File: config.mk
export PLATFORM = sky130hd
export DESIGN_NAME = char_lcd_access_bridge
export DESIGN_NICKNAME = d
export VERILOG_FILES = /design/src/char_lcd_pkg.sv /design/src/char_lcd_access_bridge.sv /design/src/lcd_access_sequencer.sv
export SDC_FILE = /design/constraint.sdc
export NUM_CORES = 1
export LEC_CHECK = 0
export BUFFER_PORTS_ARGS = -buffer_cell sky130_fd_sc_hd__buf_2
export CAP_MARGIN = 15
export CORE_UTILIZATION = 52
export DETAILED_ROUTE_END_ITERATION = 10
export PLACE_DENSITY = 0.85
export SKIP_CTS_REPAIR_TIMING = 1
export SYNTH_ARGS = -nofsm -noshare
export SYNTH_HDL_FRONTEND = slang
export SYNTH_SLANG_ARGS = --single-unit
File: constraint.sdc
create_clock -name aclk -period 6.4 [get_ports aclk]
set_input_delay 0 -clock aclk [delete_from_list [all_inputs] [get_ports aclk]]
set_output_delay 0 -clock aclk [all_outputs]
set_load 0.02 [all_outputs]
File: src/char_lcd_pkg.sv
package char_lcd_pkg;
  localparam int ADDR_W = 32;
  localparam logic [31:0] BASE_ADDR = 32'h1000_8000;
  localparam logic [31:0] COMMAND_PORT_ADDR = 32'h1000_8000;
  localparam logic [31:0] DATA_PORT_ADDR = 32'h1000_8004;
  localparam logic [31:0] CAPTURED_BYTE_ADDR = 32'h1000_8008;
  localparam logic [31:0] RAW_FLAG_ADDR = 32'h1000_800C;
  localparam logic [31:0] IRQ_MASK_ADDR = 32'h1000_8010;
  localparam logic [31:0] MASKED_STATUS_ADDR = 32'h1000_8014;
  localparam int FLAG_BIT = 0;
  localparam logic [1:0] RESP_OKAY = 2'h0;
  localparam logic [1:0] RESP_SLVERR = 2'h2;
  localparam int CLK_PERIOD_NS = 25;
  localparam int ACCESS_TIME_NS = 500;
  // Least time: round up
  localparam int ACCESS_CYCLES =
    (ACCESS_TIME_NS + CLK_PERIOD_NS - 1) / CLK_PERIOD_NS;
  localparam int SETUP_CYCLES = ACCESS_CYCLES / 4;
  localparam int PULSE_CYCLES = ACCESS_CYCLES / 2;
  localparam int CNT_W = 6;
  localparam logic [CNT_W-1:0] CNT_SETUP_END = CNT_W'(SETUP_CYCLES);
  localparam logic [CNT_W-1:0] CNT_PULSE_END =
    CNT_W'(SETUP_CYCLES + PULSE_CYCLES);
  localparam logic [CNT_W-1:0] CNT_DONE_END = CNT_W'(ACCESS_CYCLES - 1);
  localparam logic [CNT_W-1:0] CNT_ONE = 6'h01;
  localparam logic [CNT_W-1:0] CNT_ZERO = 6'h00;
  typedef enum {LCD_IDLE, LCD_SETUP, LCD_PULSE, LCD_HOLD} lcd_state_e;
endpackage

File: src/char_lcd_access_bridge.sv
// The AXI4-Lite interface to the registers was chosen for this implementation.
`timescale 1ns/10ps
module char_lcd_access_bridge
(
  input wire logic aclk,
  input wire logic aresetn,
  input wire logic [31:0] s_axi_awaddr,
  input wire logic [2:0] s_axi_awprot,
  input wire logic s_axi_awvalid,
  output logic s_axi_awready,
  input wire logic [31:0] s_axi_wdata,
  input wire logic [3:0] s_axi_wstrb,
  input wire logic s_axi_wvalid,
  output logic s_axi_wready,
  output logic [1:0] s_axi_bresp,
  output logic s_axi_bvalid,
  input wire logic s_axi_bready,
  input wire logic [31:0] s_axi_araddr,
  input wire logic [2:0] s_axi_arprot,
  input wire logic s_axi_arvalid,
  output logic s_axi_arready,
  output logic [31:0] s_axi_rdata,
  output logic [1:0] s_axi_rresp,
  output logic s_axi_rvalid,
  input wire logic s_axi_rready,
  output logic lcd_rs,
  output logic lcd_rw,
  output logic lcd_en,
  input wire logic [7:0] lcd_d_in,
  output logic [7:0] lcd_d_out,
  output logic lcd_d_oe,
  output logic secondary_irq_input_seven
);
  logic aw_held;
  logic next_aw_held;
  logic [31:0] aw_addr;
  logic [31:0] next_aw_addr;
  logic w_held;
  logic next_w_held;
  logic [31:0] w_data;
  logic [31:0] next_w_data;
  logic [3:0] w_strb;
  logic [3:0] next_w_strb;
  logic next_bvalid;
  logic [1:0] next_bresp;
  logic next_rvalid;
  logic [1:0] next_rresp;
  logic [31:0] next_rdata;
  logic deferred_access_done;
  logic next_done_flag;
  logic irq_mask;
  logic next_irq_mask;
  logic next_irq;
  logic pending;
  logic next_pending;
  logic pend_data;
  logic next_pend_data;
  logic pend_read;
  logic next_pend_read;
  logic [7:0] pend_byte;
  logic [7:0] next_pend_byte;
  logic seq_busy;
  logic seq_done;
  logic [7:0] seq_rdata;
  logic seq_start;
  logic do_write;
  logic do_read;
  logic wr_port;
  logic rd_port;
  logic wr_ok;
  logic rd_ok;

  assign s_axi_awready = ~aw_held & ~s_axi_bvalid;
  assign s_axi_wready = ~w_held & ~s_axi_bvalid;
  assign s_axi_arready = ~s_axi_rvalid;
  assign do_write = aw_held & w_held & ~s_axi_bvalid;
  assign do_read = s_axi_arvalid & s_axi_arready;
  assign wr_port = (aw_addr == char_lcd_pkg::COMMAND_PORT_ADDR)
    | (aw_addr == char_lcd_pkg::DATA_PORT_ADDR);
  assign rd_port = (s_axi_araddr == char_lcd_pkg::COMMAND_PORT_ADDR)
    | (s_axi_araddr == char_lcd_pkg::DATA_PORT_ADDR);
  assign seq_start = pending & ~seq_busy;

  lcd_access_sequencer u_seq
  (
    .aclk(aclk),
    .aresetn(aresetn),
    .start(seq_start),
    .sel_data(pend_data),
    .is_read(pend_read),
    .wdata(pend_byte),
    .busy(seq_busy),
    .done(seq_done),
    .rdata(seq_rdata),
    .lcd_rs(lcd_rs),
    .lcd_rw(lcd_rw),
    .lcd_en(lcd_en),
    .lcd_d_in(lcd_d_in),
    .lcd_d_out(lcd_d_out),
    .lcd_d_oe(lcd_d_oe)
  );

  always_comb
  begin
    next_aw_held = aw_held;
    next_aw_addr = aw_addr;
    next_w_held = w_held;
    next_w_data = w_data;
    next_w_strb = w_strb;
    next_bvalid = s_axi_bvalid;
    next_bresp = s_axi_bresp;
    next_rvalid = s_axi_rvalid;
    next_rresp = s_axi_rresp;
    next_rdata = s_axi_rdata;
    next_done_flag = deferred_access_done;
    next_irq_mask = irq_mask;
    next_pending = pending;
    next_pend_data = pend_data;
    next_pend_read = pend_read;
    next_pend_byte = pend_byte;
    wr_ok = 1'b0;
    rd_ok = 1'b0;
    if (s_axi_awvalid & s_axi_awready)
    begin
      next_aw_held = 1'b1;
      next_aw_addr = s_axi_awaddr;
    end
    if (s_axi_wvalid & s_axi_wready)
    begin
      next_w_held = 1'b1;
      next_w_data = s_axi_wdata;
      next_w_strb = s_axi_wstrb;
    end
    if (s_axi_bvalid & s_axi_bready)
      next_bvalid = 1'b0;
    if (s_axi_rvalid & s_axi_rready)
      next_rvalid = 1'b0;
    if (seq_start)
      next_pending = 1'b0;
    if (do_write)
    begin
      next_aw_held = 1'b0;
      next_w_held = 1'b0;
      next_bvalid = 1'b1;
      wr_ok = 1'b1;
      case (aw_addr)
        char_lcd_pkg::COMMAND_PORT_ADDR,
        char_lcd_pkg::DATA_PORT_ADDR:
        begin
          // A request while one is still queued is dropped
          if (w_strb[0] & ~pending)
          begin
            next_pending = 1'b1;
            next_pend_data =
              (aw_addr == char_lcd_pkg::DATA_PORT_ADDR);
            next_pend_read = 1'b0;
            next_pend_byte = w_data[7:0];
          end
        end
        char_lcd_pkg::RAW_FLAG_ADDR:
          if (w_strb[0] & ~w_data[char_lcd_pkg::FLAG_BIT])
            next_done_flag = 1'b0;
        char_lcd_pkg::IRQ_MASK_ADDR:
          if (w_strb[0])
            next_irq_mask = w_data[char_lcd_pkg::FLAG_BIT];
        char_lcd_pkg::CAPTURED_BYTE_ADDR,
        char_lcd_pkg::MASKED_STATUS_ADDR:
          wr_ok = 1'b1;
        default:
          wr_ok = 1'b0;
      endcase
      next_bresp = wr_ok ? char_lcd_pkg::RESP_OKAY
        : char_lcd_pkg::RESP_SLVERR;
    end
    if (do_read)
    begin
      next_rvalid = 1'b1;
      next_rdata = 32'h0000_0000;
      rd_ok = 1'b1;
      case (s_axi_araddr)
        char_lcd_pkg::COMMAND_PORT_ADDR,
        char_lcd_pkg::DATA_PORT_ADDR:
        begin
          // Returned word is not module data; result lands in capture reg
          if (~pending)
          begin
            next_pending = 1'b1;
            next_pend_data = (s_axi_araddr
              == char_lcd_pkg::DATA_PORT_ADDR);
            next_pend_read = 1'b1;
          end
        end
        char_lcd_pkg::CAPTURED_BYTE_ADDR:
          next_rdata[7:0] = seq_rdata;
        char_lcd_pkg::RAW_FLAG_ADDR:
          next_rdata[char_lcd_pkg::FLAG_BIT] = deferred_access_done;
        char_lcd_pkg::IRQ_MASK_ADDR:
          next_rdata[char_lcd_pkg::FLAG_BIT] = irq_mask;
        char_lcd_pkg::MASKED_STATUS_ADDR:
          next_rdata[char_lcd_pkg::FLAG_BIT] =
            deferred_access_done & irq_mask;
        default:
          rd_ok = 1'b0;
      endcase
      next_rresp = rd_ok ? char_lcd_pkg::RESP_OKAY
        : char_lcd_pkg::RESP_SLVERR;
    end
    // New access clears the stale flag; completion set wins over clears
    if ((do_write & wr_port & ~pending & w_strb[0])
      | (do_read & rd_port & ~pending))
      next_done_flag = 1'b0;
    if (seq_done)
      next_done_flag = 1'b1;
  end

  // Built from next values so the line rises with the flag, not a cycle late
  always_comb
  begin
    next_irq = next_done_flag & next_irq_mask;
  end

  // Write channel: address and data are held until both have arrived
  always_ff @(posedge aclk)
  begin
    if (!aresetn)
    begin
      aw_held <= 1'b0;
      aw_addr <= 32'h0000_0000;
      w_held <= 1'b0;
      w_data <= 32'h0000_0000;
      w_strb <= 4'h0;
      s_axi_bvalid <= 1'b0;
      s_axi_bresp <= 2'h0;
    end
    else
    begin
      aw_held <= next_aw_held;
      aw_addr <= next_aw_addr;
      w_held <= next_w_held;
      w_data <= next_w_data;
      w_strb <= next_w_strb;
      s_axi_bvalid <= next_bvalid;
      s_axi_bresp <= next_bresp;
    end
  end

  always_ff @(posedge aclk)
  begin
    if (!aresetn)
    begin
      s_axi_rvalid <= 1'b0;
      s_axi_rresp <= 2'h0;
      s_axi_rdata <= 32'h0000_0000;
    end
    else
    begin
      s_axi_rvalid <= next_rvalid;
      s_axi_rresp <= next_rresp;
      s_axi_rdata <= next_rdata;
    end
  end

  always_ff @(posedge aclk)
  begin
    if (!aresetn)
    begin
      deferred_access_done <= 1'b0;
      irq_mask <= 1'b0;
      secondary_irq_input_seven <= 1'b0;
    end
    else
    begin
      deferred_access_done <= next_done_flag;
      irq_mask <= next_irq_mask;
      secondary_irq_input_seven <= next_irq;
    end
  end

  // Single slot: the slow module cannot keep up with a deeper queue anyway
  always_ff @(posedge aclk)
  begin
    if (!aresetn)
    begin
      pending <= 1'b0;
      pend_data <= 1'b0;
      pend_read <= 1'b0;
      pend_byte <= 8'h00;
    end
    else
    begin
      pending <= next_pending;
      pend_data <= next_pend_data;
      pend_read <= next_pend_read;
      pend_byte <= next_pend_byte;
    end
  end
endmodule

File: src/lcd_access_sequencer.sv
`timescale 1ns/10ps
module lcd_access_sequencer
(
  input wire logic aclk,
  input wire logic aresetn,
  input wire logic start,
  input wire logic sel_data,
  input wire logic is_read,
  input wire logic [7:0] wdata,
  output logic busy,
  output logic done,
  output logic [7:0] rdata,
  output logic lcd_rs,
  output logic lcd_rw,
  output logic lcd_en,
  input wire logic [7:0] lcd_d_in,
  output logic [7:0] lcd_d_out,
  output logic lcd_d_oe
);
  char_lcd_pkg::lcd_state_e state;
  char_lcd_pkg::lcd_state_e next_state;
  logic [char_lcd_pkg::CNT_W-1:0] cnt;
  logic [char_lcd_pkg::CNT_W-1:0] next_cnt;
  logic next_rs;
  logic next_rw;
  logic next_en;
  logic [7:0] next_dout;
  logic next_oe;
  logic [7:0] next_rdata;
  logic next_done;

  assign busy = (state != char_lcd_pkg::LCD_IDLE);

  always_comb
  begin
    next_state = state;
    next_cnt = cnt;
    next_rs = lcd_rs;
    next_rw = lcd_rw;
    next_en = 1'b0;
    next_dout = lcd_d_out;
    next_oe = lcd_d_oe;
    next_rdata = rdata;
    next_done = 1'b0;
    case (state)
      char_lcd_pkg::LCD_IDLE:
      begin
        next_cnt = char_lcd_pkg::CNT_ZERO;
        if (start)
        begin
          next_state = char_lcd_pkg::LCD_SETUP;
          next_rs = sel_data;
          next_rw = is_read;
          next_dout = wdata;
          next_oe = ~is_read;
        end
      end
      char_lcd_pkg::LCD_SETUP:
      begin
        next_cnt = cnt + char_lcd_pkg::CNT_ONE;
        if (cnt == char_lcd_pkg::CNT_SETUP_END)
        begin
          next_state = char_lcd_pkg::LCD_PULSE;
          next_en = 1'b1;
        end
      end
      char_lcd_pkg::LCD_PULSE:
      begin
        next_cnt = cnt + char_lcd_pkg::CNT_ONE;
        next_en = 1'b1;
        if (cnt == char_lcd_pkg::CNT_PULSE_END)
        begin
          // Sample before the falling enable edge
          next_en = 1'b0;
          if (lcd_rw)
            next_rdata = lcd_d_in;
          next_state = char_lcd_pkg::LCD_HOLD;
        end
      end
      char_lcd_pkg::LCD_HOLD:
      begin
        next_cnt = cnt + char_lcd_pkg::CNT_ONE;
        if (cnt == char_lcd_pkg::CNT_DONE_END)
        begin
          next_state = char_lcd_pkg::LCD_IDLE;
          next_done = 1'b1;
          next_oe = 1'b0;
        end
      end
      default:
        next_state = char_lcd_pkg::LCD_IDLE;
    endcase
  end

  always_ff @(posedge aclk)
  begin
    if (!aresetn)
    begin
      state <= char_lcd_pkg::LCD_IDLE;
      cnt <= char_lcd_pkg::CNT_ZERO;
      lcd_rs <= 1'b0;
      lcd_rw <= 1'b0;
      lcd_en <= 1'b0;
      lcd_d_out <= 8'h00;
      lcd_d_oe <= 1'b0;
      rdata <= 8'h00;
      done <= 1'b0;
    end
    else
    begin
      state <= next_state;
      cnt <= next_cnt;
      lcd_rs <= next_rs;
      lcd_rw <= next_rw;
      lcd_en <= next_en;
      lcd_d_out <= next_dout;
      lcd_d_oe <= next_oe;
      rdata <= next_rdata;
      done <= next_done;
    end
  end
endmodule

After elaboration in Yosys (flattened, before gate mapping)
Cells that the tools add are included.
{ "classes": {"add_sub_neg": 1, "n_eq_ne": 22, "n_mux": 52, "bitwise": 31, "reduce_logical": 18} }
{ "op_table": {"columns": ["op", "count"], "rows": [
  ["$eq 32x29->1 const B", 12],
  ["$mux 32", 4],
  ["$pmux 32 s4", 1],
  ["$eq 32x2->1 const B", 2],
  ["$mux 1", 40],
  ["$eq 32x1->1 const B", 1],
  ["$logic_not 32->1", 1],
  ["$reduce_bool 32->1", 1],
  ["$and 1x1->1", 19],
  ["$pmux 6 s2", 1],
  ["$reduce_or 6->1", 2],
  ["$not 1->1", 9],
  ["$reduce_and 3->1", 3],
  ["$reduce_bool 2->1", 4],
  ["$mux 7", 1],
  ["$add 6x1->6 const B", 1],
  ["$eq 6x3->1 const B", 1],
  ["$eq 6x4->1 const B", 1],
  ["$eq 6x5->1 const B", 1],
  ["$ne 2x1->1 const B", 3],
  ["$reduce_or 2->1", 3],
  ["$mux 2", 2],
  ["$pmux 1 s2", 2],
  ["$pmux 1 s4", 1],
  ["other kinds (5)", 8]
]} }
{ "totals": {"register_bits": 130, "input_bits": 121, "output_inout_bits": 54, "word_cells": 150} }

Longest topological paths before layout
Gate-level depths: netlist (run 1).
{ "logic_depth": {"ltp_word": 10, "mapped_depth": 7, "depth_no_buf": 7} }

Cells and area by module
From an unflattened synthesis (run 1), not the netlist that was laid out.
{ "hier_totals": {"cells_unflattened": 479, "area_unflattened_um2": 4169.0} }
{ "by_module_without_submodules": {"columns": ["module", "n_inst", "cells_each", "area_per_inst_um2", "seq_area_each_um2"], "rows": [
  ["char_lcd_access_bridge", 1, 348, 2929.1, 1381.3],
  ["lcd_access_sequencer", 1, 131, 1239.9, 580.6]
]} }

Least setup slack after synthesis (run 1)
OpenSTA, ideal clock, no wires.
{ "synth_timing": {"kind": "reg-to-reg", "from": "reg aw_addr[5]", "to": "reg pend_data", "setup_time_ns": 0.116, "t_arrival_ns": 2.110, "required_ns": 6.284, "setup_slack_ns": 4.174, "stages_incl_launch_ff": 8, "n_path_buf": 1, "synth_period_minus_slack_ns": 2.226, "cell_sequence": "dfxtp_1 -> or4_4 -> nor2_4 -> nand4_4 -> or4_4 -> buf_6 -> mux2_4 -> o211a_1"} }
{ "synth_between": {"elab_chain_len": 7, "elab_cells_between_ends": 9, "cone_classes": "eq/ne (2); mux (6); reduce/logical (1)"} }
{ "synth_rtl": {"columns": ["element", "line", "rtl"], "rows": [
  ["from (decl)", "char_lcd_access_bridge.sv:36", "logic [31:0] aw_addr;"],
  ["from (signal assigned)", "char_lcd_access_bridge.sv:238", "aw_addr <= next_aw_addr;"],
  ["$eq 32x29->1, on equally long branches", "char_lcd_access_bridge.sv:146, char_lcd_access_bridge.sv:155", null],
  ["$mux 1 / $reduce_or 2->1 (equally long branches)", "char_lcd_access_bridge.sv:151, char_lcd_access_bridge.sv:146", null],
  ["$mux 1 (*)", "char_lcd_access_bridge.sv:146", "case (aw_addr)"],
  ["$mux 1 (*)", "char_lcd_access_bridge.sv:140", "if (do_write)"],
  ["$mux 1", "char_lcd_access_bridge.sv:185", "if (~pending)"],
  ["$mux 1", "char_lcd_access_bridge.sv:180", "case (s_axi_araddr)"],
  ["$mux 1 (*)", "char_lcd_access_bridge.sv:175", "if (do_read)"],
  ["to (signal assigned)", "char_lcd_access_bridge.sv:292", "pend_data <= next_pend_data;"],
  ["to (decl)", "char_lcd_access_bridge.sv:56", "logic pend_data;"]
]} }
Every way passes the cells marked *; elsewhere a longest branch is shown, timed or not.
A chain may end at the register's enable or synchronous reset.

Worst setup path in the final report (run 1)
{ "layout_timing": {"from": "reg aw_addr[27]", "to": "reg deferred_access_done"} }
{ "layout_between": {"elab_chain_len": 8, "elab_cells_between_ends": 12, "cone_classes": "eq/ne (3); mux (4); bitwise (5)"} }
{ "layout_rtl": {"columns": ["element", "line", "rtl"], "rows": [
  ["$eq 32x29->1, on equally long branches", "char_lcd_access_bridge.sv:78, char_lcd_access_bridge.sv:79", null],
  ["$or 1x1->1", "char_lcd_access_bridge.sv:79", "| (aw_addr == char_lcd_pkg::DATA_PORT_ADDR);"],
  ["$and 1x1->1 (3 in a row)", "char_lcd_access_bridge.sv:209", "if ((do_write & wr_port & ~pending & w_strb[0])"],
  ["$or 1x1->1", "char_lcd_access_bridge.sv:210", "| (do_read & rd_port & ~pending))"],
  ["$mux 1 (*)", "char_lcd_access_bridge.sv:209", null],
  ["$mux 1 (*)", "char_lcd_access_bridge.sv:212", "if (seq_done)"],
  ["to (signal assigned)", "char_lcd_access_bridge.sv:273", "deferred_access_done <= next_done_flag;"],
  ["to (decl)", "char_lcd_access_bridge.sv:49", "logic deferred_access_done;"]
]} }
Marks and branches as above.

==> results.md, run 1 <==
- The run finished with clean final reports.
- The worst-case IR drop observed on VDD is 130 µV.
- The area taken by flip-flops and latches is 1960 µm².
- The count of vias placed by the detailed router is 3,741.
- The number of enable-type register cells in the synthesized netlist is 0.
- Sorting the synthesized cells by how often they occur yields nand2_1 (118), dfxtp_1 (98), a21boi_0 (52).
- Timing would allow up to 0.415 GHz.
- The setup slack after placement is 4.06 ns.
- The initial antenna violation count is 0.
- The max-slew violation total from the final report came to 0.
- After global routing the overflow that remains totals 0.
- The global-route wire length before repair is 13.7 mm.
- The DRC marker count from the first detailed-route iteration is 121.
- The most used flip-flop cell after synthesis is dfxtp_1.
- The number of distinct standard cells referenced by the synthesized netlist is 46.
- The cell with the most instances after synthesis is nand2_1.
- The final number of setup-violating endpoints is 0.
- Summed over all instances, the cell type with the most area after synthesis is dfxtp_1.
- Among cell families on the critical path, the largest total delay comes from simple AND/OR/NAND/NOR gates.
- Summed over all nets, the half-perimeter wirelength after detailed placement is 6.20 mm.
- The number of nets with antenna violations after routing is 0.
- No sink is reached through more buffers than the 2 on the longest clock path.
- The sort of element at the start of the critical path is a flip-flop.
- The number of buffers and inverters on the critical path is 0.
- Data arrives at the worst endpoint at 2.66 ns.
- Clock tree synthesis selected as its root buffer the cell clkbuf_8.
- The CTS tree is built.
- The share of post-route cells with drive strength above 1 is 0.225.
- The via count of the first global-routing pass was 3,145.
- The final hold violation count is 0.
- The signal on the critical path passes through nor4b_1 > and4_2 > nand4_4 > nor4_2 > nor3_1 > o21a_1.
- The first detailed-routing pass ran for 4 iterations.
- After floorplanning, the core was sized to cover 7850 µm².
- The design internal power is 0.000913 W.
- Of the total power, the share spent switching nets is 0.262.
- The worst setup path is captured at a flip-flop.
- In this run the worst path has a maximum fanout of 10.
- After technology mapping, the gate count stands at 477.
- In this run the vertical extent of the chip is 92.6 µm.
- The fraction of the cycle the final worst path needs is 0.376.
- Summing every instance area after synthesis gives 4270 µm².
- The floorplan has 32 rows.
- The critical setup path kind is reg -> reg.
- Once routing completed, OpenROAD measured the worst setup slack at 3.99 ns.
- The average instance in the mapped netlist occupies 8.94 µm².
- The Yosys step of the flow raised 0 warnings.
- After synthesis the netlist holds a flip-flop and latch count of 98.
- In this run, CTS created clock tree buffers numbering 9.
- Entering global routing, the biggest net connects 94 pins.
- Compared with the post-synthesis result, the final layout area differs by 30.5%.
- The share of synthesized area in the top cell type comes to 0.460.
- After synthesis, the cell types taking the most area are dfxtp_1 (46%), nand2_1 (10%), a21boi_0 (9.1%).
- The routability congestion estimate is 0.774.
- Dividing the detail-routed wire length by the instance count gives 13.5 µm.
- The headroom to the max-slew limit is 0.340.
- The share of total power dissipated in sequential elements is 0.527.
- The multi-input combinational cells in the finished layout cover a total of 2090 µm².
- The number of max-cap violations is 0.
- The fraction of synthesis flops using an asynchronous set or reset pin is 0.
- Setup repair after global routing left no endpoint under its margin.
- In this run the static leakage power is 2.31 nW.
- The routed design has 10.1 mm of wire.
- The worst min-delay path category is in -> reg.
- The clock latency on the worst-skew pair is 0.36 ns.
- The tree built by TritonCTS fans out to 98 sinks.
- The H-tree was split into 3 levels.
- Summed over all failing endpoints, the final setup total negative slack is 0 ns.
- For this run, the register share of the synthesized area comes to 0.460.
- The data required time of the critical path is 6.65 ns.
- The power share of the clock group is 0.321.
- The worst-margin pin slew is 0.986 ns.
- The top-level port count is 175.
- The clock transition at the registers of the reported paths is 0.10 ns.
- The worst-case clock skew is 0.0123 ns.
- After filler insertion, the fill cell instance count of the layout stands at 616.
- Dividing total power by cell area gives a power density of 222 nW/µm².
- After layout, the design draws a total of 0.00124 W.
- In this run the power spent charging and discharging nets is 0.000324 W.
- The minimum clock period after layout is 2.41 ns.
- The number of antenna repair diodes is 0.
- The floorplan die area is 8570 µm².
- From left edge to right edge, the die measures 92.6 µm.
- The total global routing track utilization is 0.200.
- For this configuration, the core starts out at a cell density of 0.544.
- The final routed DRC violation total is 0.
- During placement, the flow inserted port buffers numbering 115.
- The core utilization of the finished layout is 0.709.
- For this run, the slowest stage of the critical path takes 0.72 ns.
- The slowest stage of the critical path belongs to the cell nor4_2.
- The net count reported at finish is 768.
- In the routed layout, each cell is associated on average with a via count of 5.01.
- The share of total power dissipated in combinational logic is 0.152.
-- kinds of logic (layout without fill, tap and decap cells) --
logic type               count (synthesis)  after routing  share of synthesized area
AO/OA/AOI/OAI                           79             79                      0.136
AND/OR/NAND/NOR                        214            214                      0.250
multiplexers                            21             21                     0.0507
adder cells (fa/ha/maj)                  7              7                     0.0205
flip-flops                              98             98                      0.460
buffers and inverters                   53            195                     0.0736
other                                    1             26                   0.000879
XOR/XNOR                                 4              4                    0.00821
-- worst paths after layout --
check,from,to,slack [ns],depth (start not counted)
worst min register to register,pend_byte[3]$_SDFFE_PN0P_,u_seq.lcd_d_out[3]$_SDFFE_PN0P_,0.46,2
worst min-delay path,s_axi_araddr[22],s_axi_rresp[1]$_SDFFE_PN0P_,0.04,5
worst max-delay path,aw_addr[27]$_SDFFE_PN0P_,deferred_access_done$_SDFF_PN0_,3.99,6
worst max register to register,aw_addr[27]$_SDFFE_PN0P_,deferred_access_done$_SDFF_PN0_,3.99,6
-- registers in the layout, summed over array words and instances (netlist names), 2 cells and up --
name and count:
aw_addr 32, pend_byte 8, s_axi_rdata 8, u_seq.lcd_d_out 8, u_seq.rdata 8, w_data 8
u_seq.cnt 6, u_seq.state 2
-- layout by cell type, fill, tap and decap left out, types with 2 or more instances in the layout --
cell type / count
a21boi_0: 52
a21oi_1: 7
a22oi_1: 8
and3_1: 2
buf_2: 115
buf_4: 2
clkbuf_8: 10
clkinvlp_4: 3
conb_1: 26
dfxtp_1: 98
dlygate4sd3_1: 56
ha_1: 7
inv_1: 6
mux2i_1: 19
nand2_1: 118
nand2b_1: 2
nand3_1: 4
nand3b_1: 3
nand4_1: 3
nor2_1: 19
nor2b_1: 30
nor3_1: 3
nor3b_1: 4
nor3b_2: 2
nor4_1: 7
nor4b_1: 4
o211a_1: 3
o21a_1: 3
o21ai_0: 3
or4_4: 3
xnor2_1: 2
xor2_1: 2
-- power groups by stage --
| stage | sequential [W] | combinational, W | clock (W) |
|---|---|---|---|
| 4_1_cts | 0.000651 | 0.000155 | 0.000399 |
| 6_report | 0.000652 | 0.000188 | 0.000397 |
| 3_3_place_gp | 0.000663 | 0.000149 | 0 |
| 5_1_grt | 0.000655 | 0.000206 | 0.000434 |
| 2_1_floorplan | 0.000663 | 0.000115 | 0 |
| 3_5_place_dp | 0.000666 | 0.000153 | 0 |
-- cell type report --
class | instances | share of cell area
Multi-Input combinational cell | 351 | 0.376
Sequential cell | 98 | 0.352
Timing Repair Buffer | 174 | 0.209
Clock buffer | 11 | 0.0254
Tap cell | 102 | 0.0229
Clock inverter | 4 | 0.00944
Inverter | 6 | 0.00405
-- stage by stage --
step / std cells / cell area (µm²) / hold WS, ns
after floorplan: 502 / 4360 / 0.138
after global placement: 674 / 4800 / 0.249
after detailed placement: 674 / 4800 / 0.257
after CTS: 689 / 4990 / -0.126
after global routing: 746 / 5570 / 0.0408
final: 746 / 5570 / 0.0357
-- worst register-to-register path, stage by stage (launching register included) --
cell,delay [ns]
dfxtp_1,0.34
nor4b_1,0.37
and4_2,0.35
nand4_4,0.13
nor4_2,0.72
nor3_1,0.18
o21a_1,0.21
-- metal layers --
layer	wire length, µm	GRT usage	vias up
met4	189	0.0703	0
met5	0	0	-
met2	5280	0.345	100
met1	4280	0.243	1749
met3	350	0.0460	16
li1	-	-	1876
Note: power is estimated with default switching activity, not from simulation.
==> run 2: changes to the inputs <==
CORE_UTILIZATION = 48   (was 52)
PLACE_DENSITY = 0.8   (was 0.85)
clock period = 2.5 ns   (was 6.4 ns; I/O delays follow)
==> run 2 against run 1 <==
Against the previous run: the flow now finishes with violations (negative hold slack); critical path depth unchanged; sequential power increased to 2.6 times the previous value; flip-flop and latch count unchanged; sequential share of layout area increased by 0.095 points; utilization decreased by 7.0 points; die area increased by 8.2%; fmax increased by 6.8%; register-to-register slack got worse by 3.7 ns; critical endpoint is now pend_data$_SDFF_PN0_; clock skew about the same; power increased to 2.5 times the previous value.
==> results.md, run 2 (synthesized netlist as in run 1, its figures left out) <==
- The peak supply drop was 264 µV (+100%).
- The startpoint identified for the worst hold timing path is s_axi_araddr[3].
- The buffer and inverter count on the worst path was 0 (unchanged).
- The total global routing track utilization is 0.188 (-0.0119).
- The most critical setup path has its startpoint at aw_addr[5]$_SDFFE_PN0P_.
- The pin count of the biggest net entering global routing came to 50 (-47%).
- The number of vias per cell after detailed routing came to 4.94 (-1.5%).
- The floorplan die area was 9270 µm² (+8.2%).
- The max-slew violation total from the final report is 0 (unchanged).
- The number of placed cells counting well taps is 685 (+1.6%).
- Leaving out fill and tap cells, the most frequent cell in the layout is nand2_1.
- The number of core rows is 34 (+6.3%).
- The final non-filler cell total is 753 (+0.94%).
- The data arrival time of the worst path came to 2.52 ns (-0.14 ns).
- The via count of the first global-routing pass is 3,107 (-1.2%).
- The startpoint of the worst register-to-register path is aw_addr[5]$_SDFFE_PN0P_.
- The critical setup path kind is reg -> reg.
- The largest fanout on the critical path is 10 (unchanged).
- The initial antenna violation count is 0 (unchanged).
- The fraction of the cycle the final worst path needs is 0.902 (+0.526).
- The global-route wire length before repair is 13.6 mm (-1.1%).
- From synthesis to final layout, the design area changed by 30.1%.
- The headroom to the max-slew limit is 0.507 (+0.167).
- In the layout the commonest cells are nand2_1 (118), buf_2 (115), dfxtp_1 (98).
- The signal on the critical path passes through or4_4 > nor2_4 > nand4_4 > or4_4 > mux2_4 > o211a_1.
- The effective utilization at floorplan is 0.492 (-0.0520).
- The share of post-route cells with drive strength above 1 is 0.233 (+0.00740).
- The die outline height is 96.3 µm (+4.0%).
- The clock transition at the registers of the reported paths is 0.10 ns (about the same).
- The net count reported at finish is 768 (unchanged).
- The final wirelength is 9.53 mm (-5.6%).
- The total power density per cell area is 559 nW/µm² (+150%).
- The total power is 0.00311 W (+150%).
- STA classifies the critical path endpoint as a flip-flop.
- The final routed DRC violation total is 0 (unchanged).
- The final reports fail on negative hold slack.
- The half-perimeter wire length after placement was 6.23 mm (+0.56%).
- The core area is 8680 µm² (+11%).
- The count of input and output buffers is 115 (unchanged).
- The path class of the tightest hold or removal check is in -> reg.
- Setup repair after global routing left no endpoint under its margin.
- The post-route setup TNS is 0 ns (unchanged).
- The data required time of the critical path is 2.76 ns (-3.89 ns).
- The clock latency on the worst-skew pair is 0.36 ns (about the same).
- The cell seen most often among critical-path stages is or4_4.
- The run finished, with violations left.
- The first-pass iteration count of the detailed router is 4 (unchanged).
- The die width is 96.3 µm (+4.0%).
- The leakage power total is 2.32 nW (+0.25%).
- The final hold violation count is 1 (+1).
- The register with the most flip-flops is aw_addr.
- Grouping stages by cell kind, the critical path spends the most delay in simple AND/OR/NAND/NOR gates.
- The top-level port count came to 175 (unchanged).
- The CTS buffer count came to 9 (unchanged).
- The clock sink count was 98 (unchanged).
- The routability congestion estimate is 0.780 (+0.76%).
- The sort of element at the start of the critical path is a flip-flop.
- The number of antenna repair diodes came to 0 (unchanged).
- The maximum clock rate is 0.443 GHz (+6.8%).
- The standard cell with the maximum stage delay on the critical path is or4_4.
- The worst hold margin came to -0.00991 ns (-0.0456 ns).
- The flip-flop count of the largest register, all copies and words added is 32 (unchanged).
- The number of max-cap violations is 0 (unchanged).
- The number of levels in the clock H-tree came to 3 (unchanged).
- The residual overflow from global routing is 0 (unchanged).
- TritonCTS built the clock tree.
- The final number of setup-violating endpoints is 0 (unchanged).
- The stage delay of the slowest cell on the critical path is 0.54 ns (-0.18 ns).
- The DRC marker count from the first detailed-route iteration is 157 (+30%).
- The CTS root buffer is clkbuf_8.
- The count of vias placed by the detailed router is 3,718 (-0.61%).
- The maximum count of clock buffers along a single path is 2 (unchanged).
- The mean routed wirelength per cell is 12.7 µm (-6.5%).
- The minimum clock period after layout was 2.26 ns (-0.153 ns).
- The worst-case clock skew was 0.0123 ns (-0.0000105 ns).
- The number of nets with antenna violations after routing was 0 (unchanged).
- The worst-margin pin slew came to 0.739 ns (-0.247 ns).
[run 2: routing by layer]
metal / part of all wire / global-route usage / up-vias / wire, µm
met5: 0 / 0 / - / 0
met4: 0.020 / 0.0833 / 0 / 188
met3: 0.039 / 0.0348 / 19 / 368
met2: 0.50 / 0.310 / 93 / 4750
met1: 0.44 / 0.238 / 1726 / 4220
li1: - / - / 1880 / -
[run 2: layout make-up]
type	count	area (µm²)
multi-input combinational	351	2090
fill	711	3130
timing repair buffer	174	1150
tap	108	135
clock buffer	12	155
inverter	6	22.5
clock inverter	4	33.8
sequential	98	1960
[run 2: worst paths after layout]
path | to | slack, ns | cells past startpoint
setup reg to reg | pend_data$_SDFF_PN0_ | 0.24 | 6
hold / removal | s_axi_rresp[1]$_SDFFE_PN0P_ | -0.01 | 3
hold reg to reg | u_seq.lcd_d_out[5]$_SDFFE_PN0P_ | 0.47 | 2
setup / recovery | pend_data$_SDFF_PN0_ | 0.24 | 6
[run 2: worst min-delay path, stage by stage]
cell,delay [ns]
buf_2,0.11
a21oi_1,0.06
a21oi_1,0.13
[run 2: metrics by stage]
stage | setup WS (ns) | instance area (µm²) | utilization | hold slack [ns]
detailed placement | 0.229 | 4840 | 0.558 | 0.258
finish | 0.244 | 5550 | 0.640 | -0.00991
CTS | 0.218 | 5030 | 0.580 | -0.126
global placement | 0.253 | 4840 | 0.558 | 0.247
floorplan | 0.274 | 4360 | - | 0.138
global route | 0.159 | 5550 | 0.640 | 0.0169
[run 2: report_power, final]
group | internal, W | switching, W
registers | 0.00162 | 0.0000472
clock network | 0.000426 | 0.000546
logic | 0.000226 | 0.000238
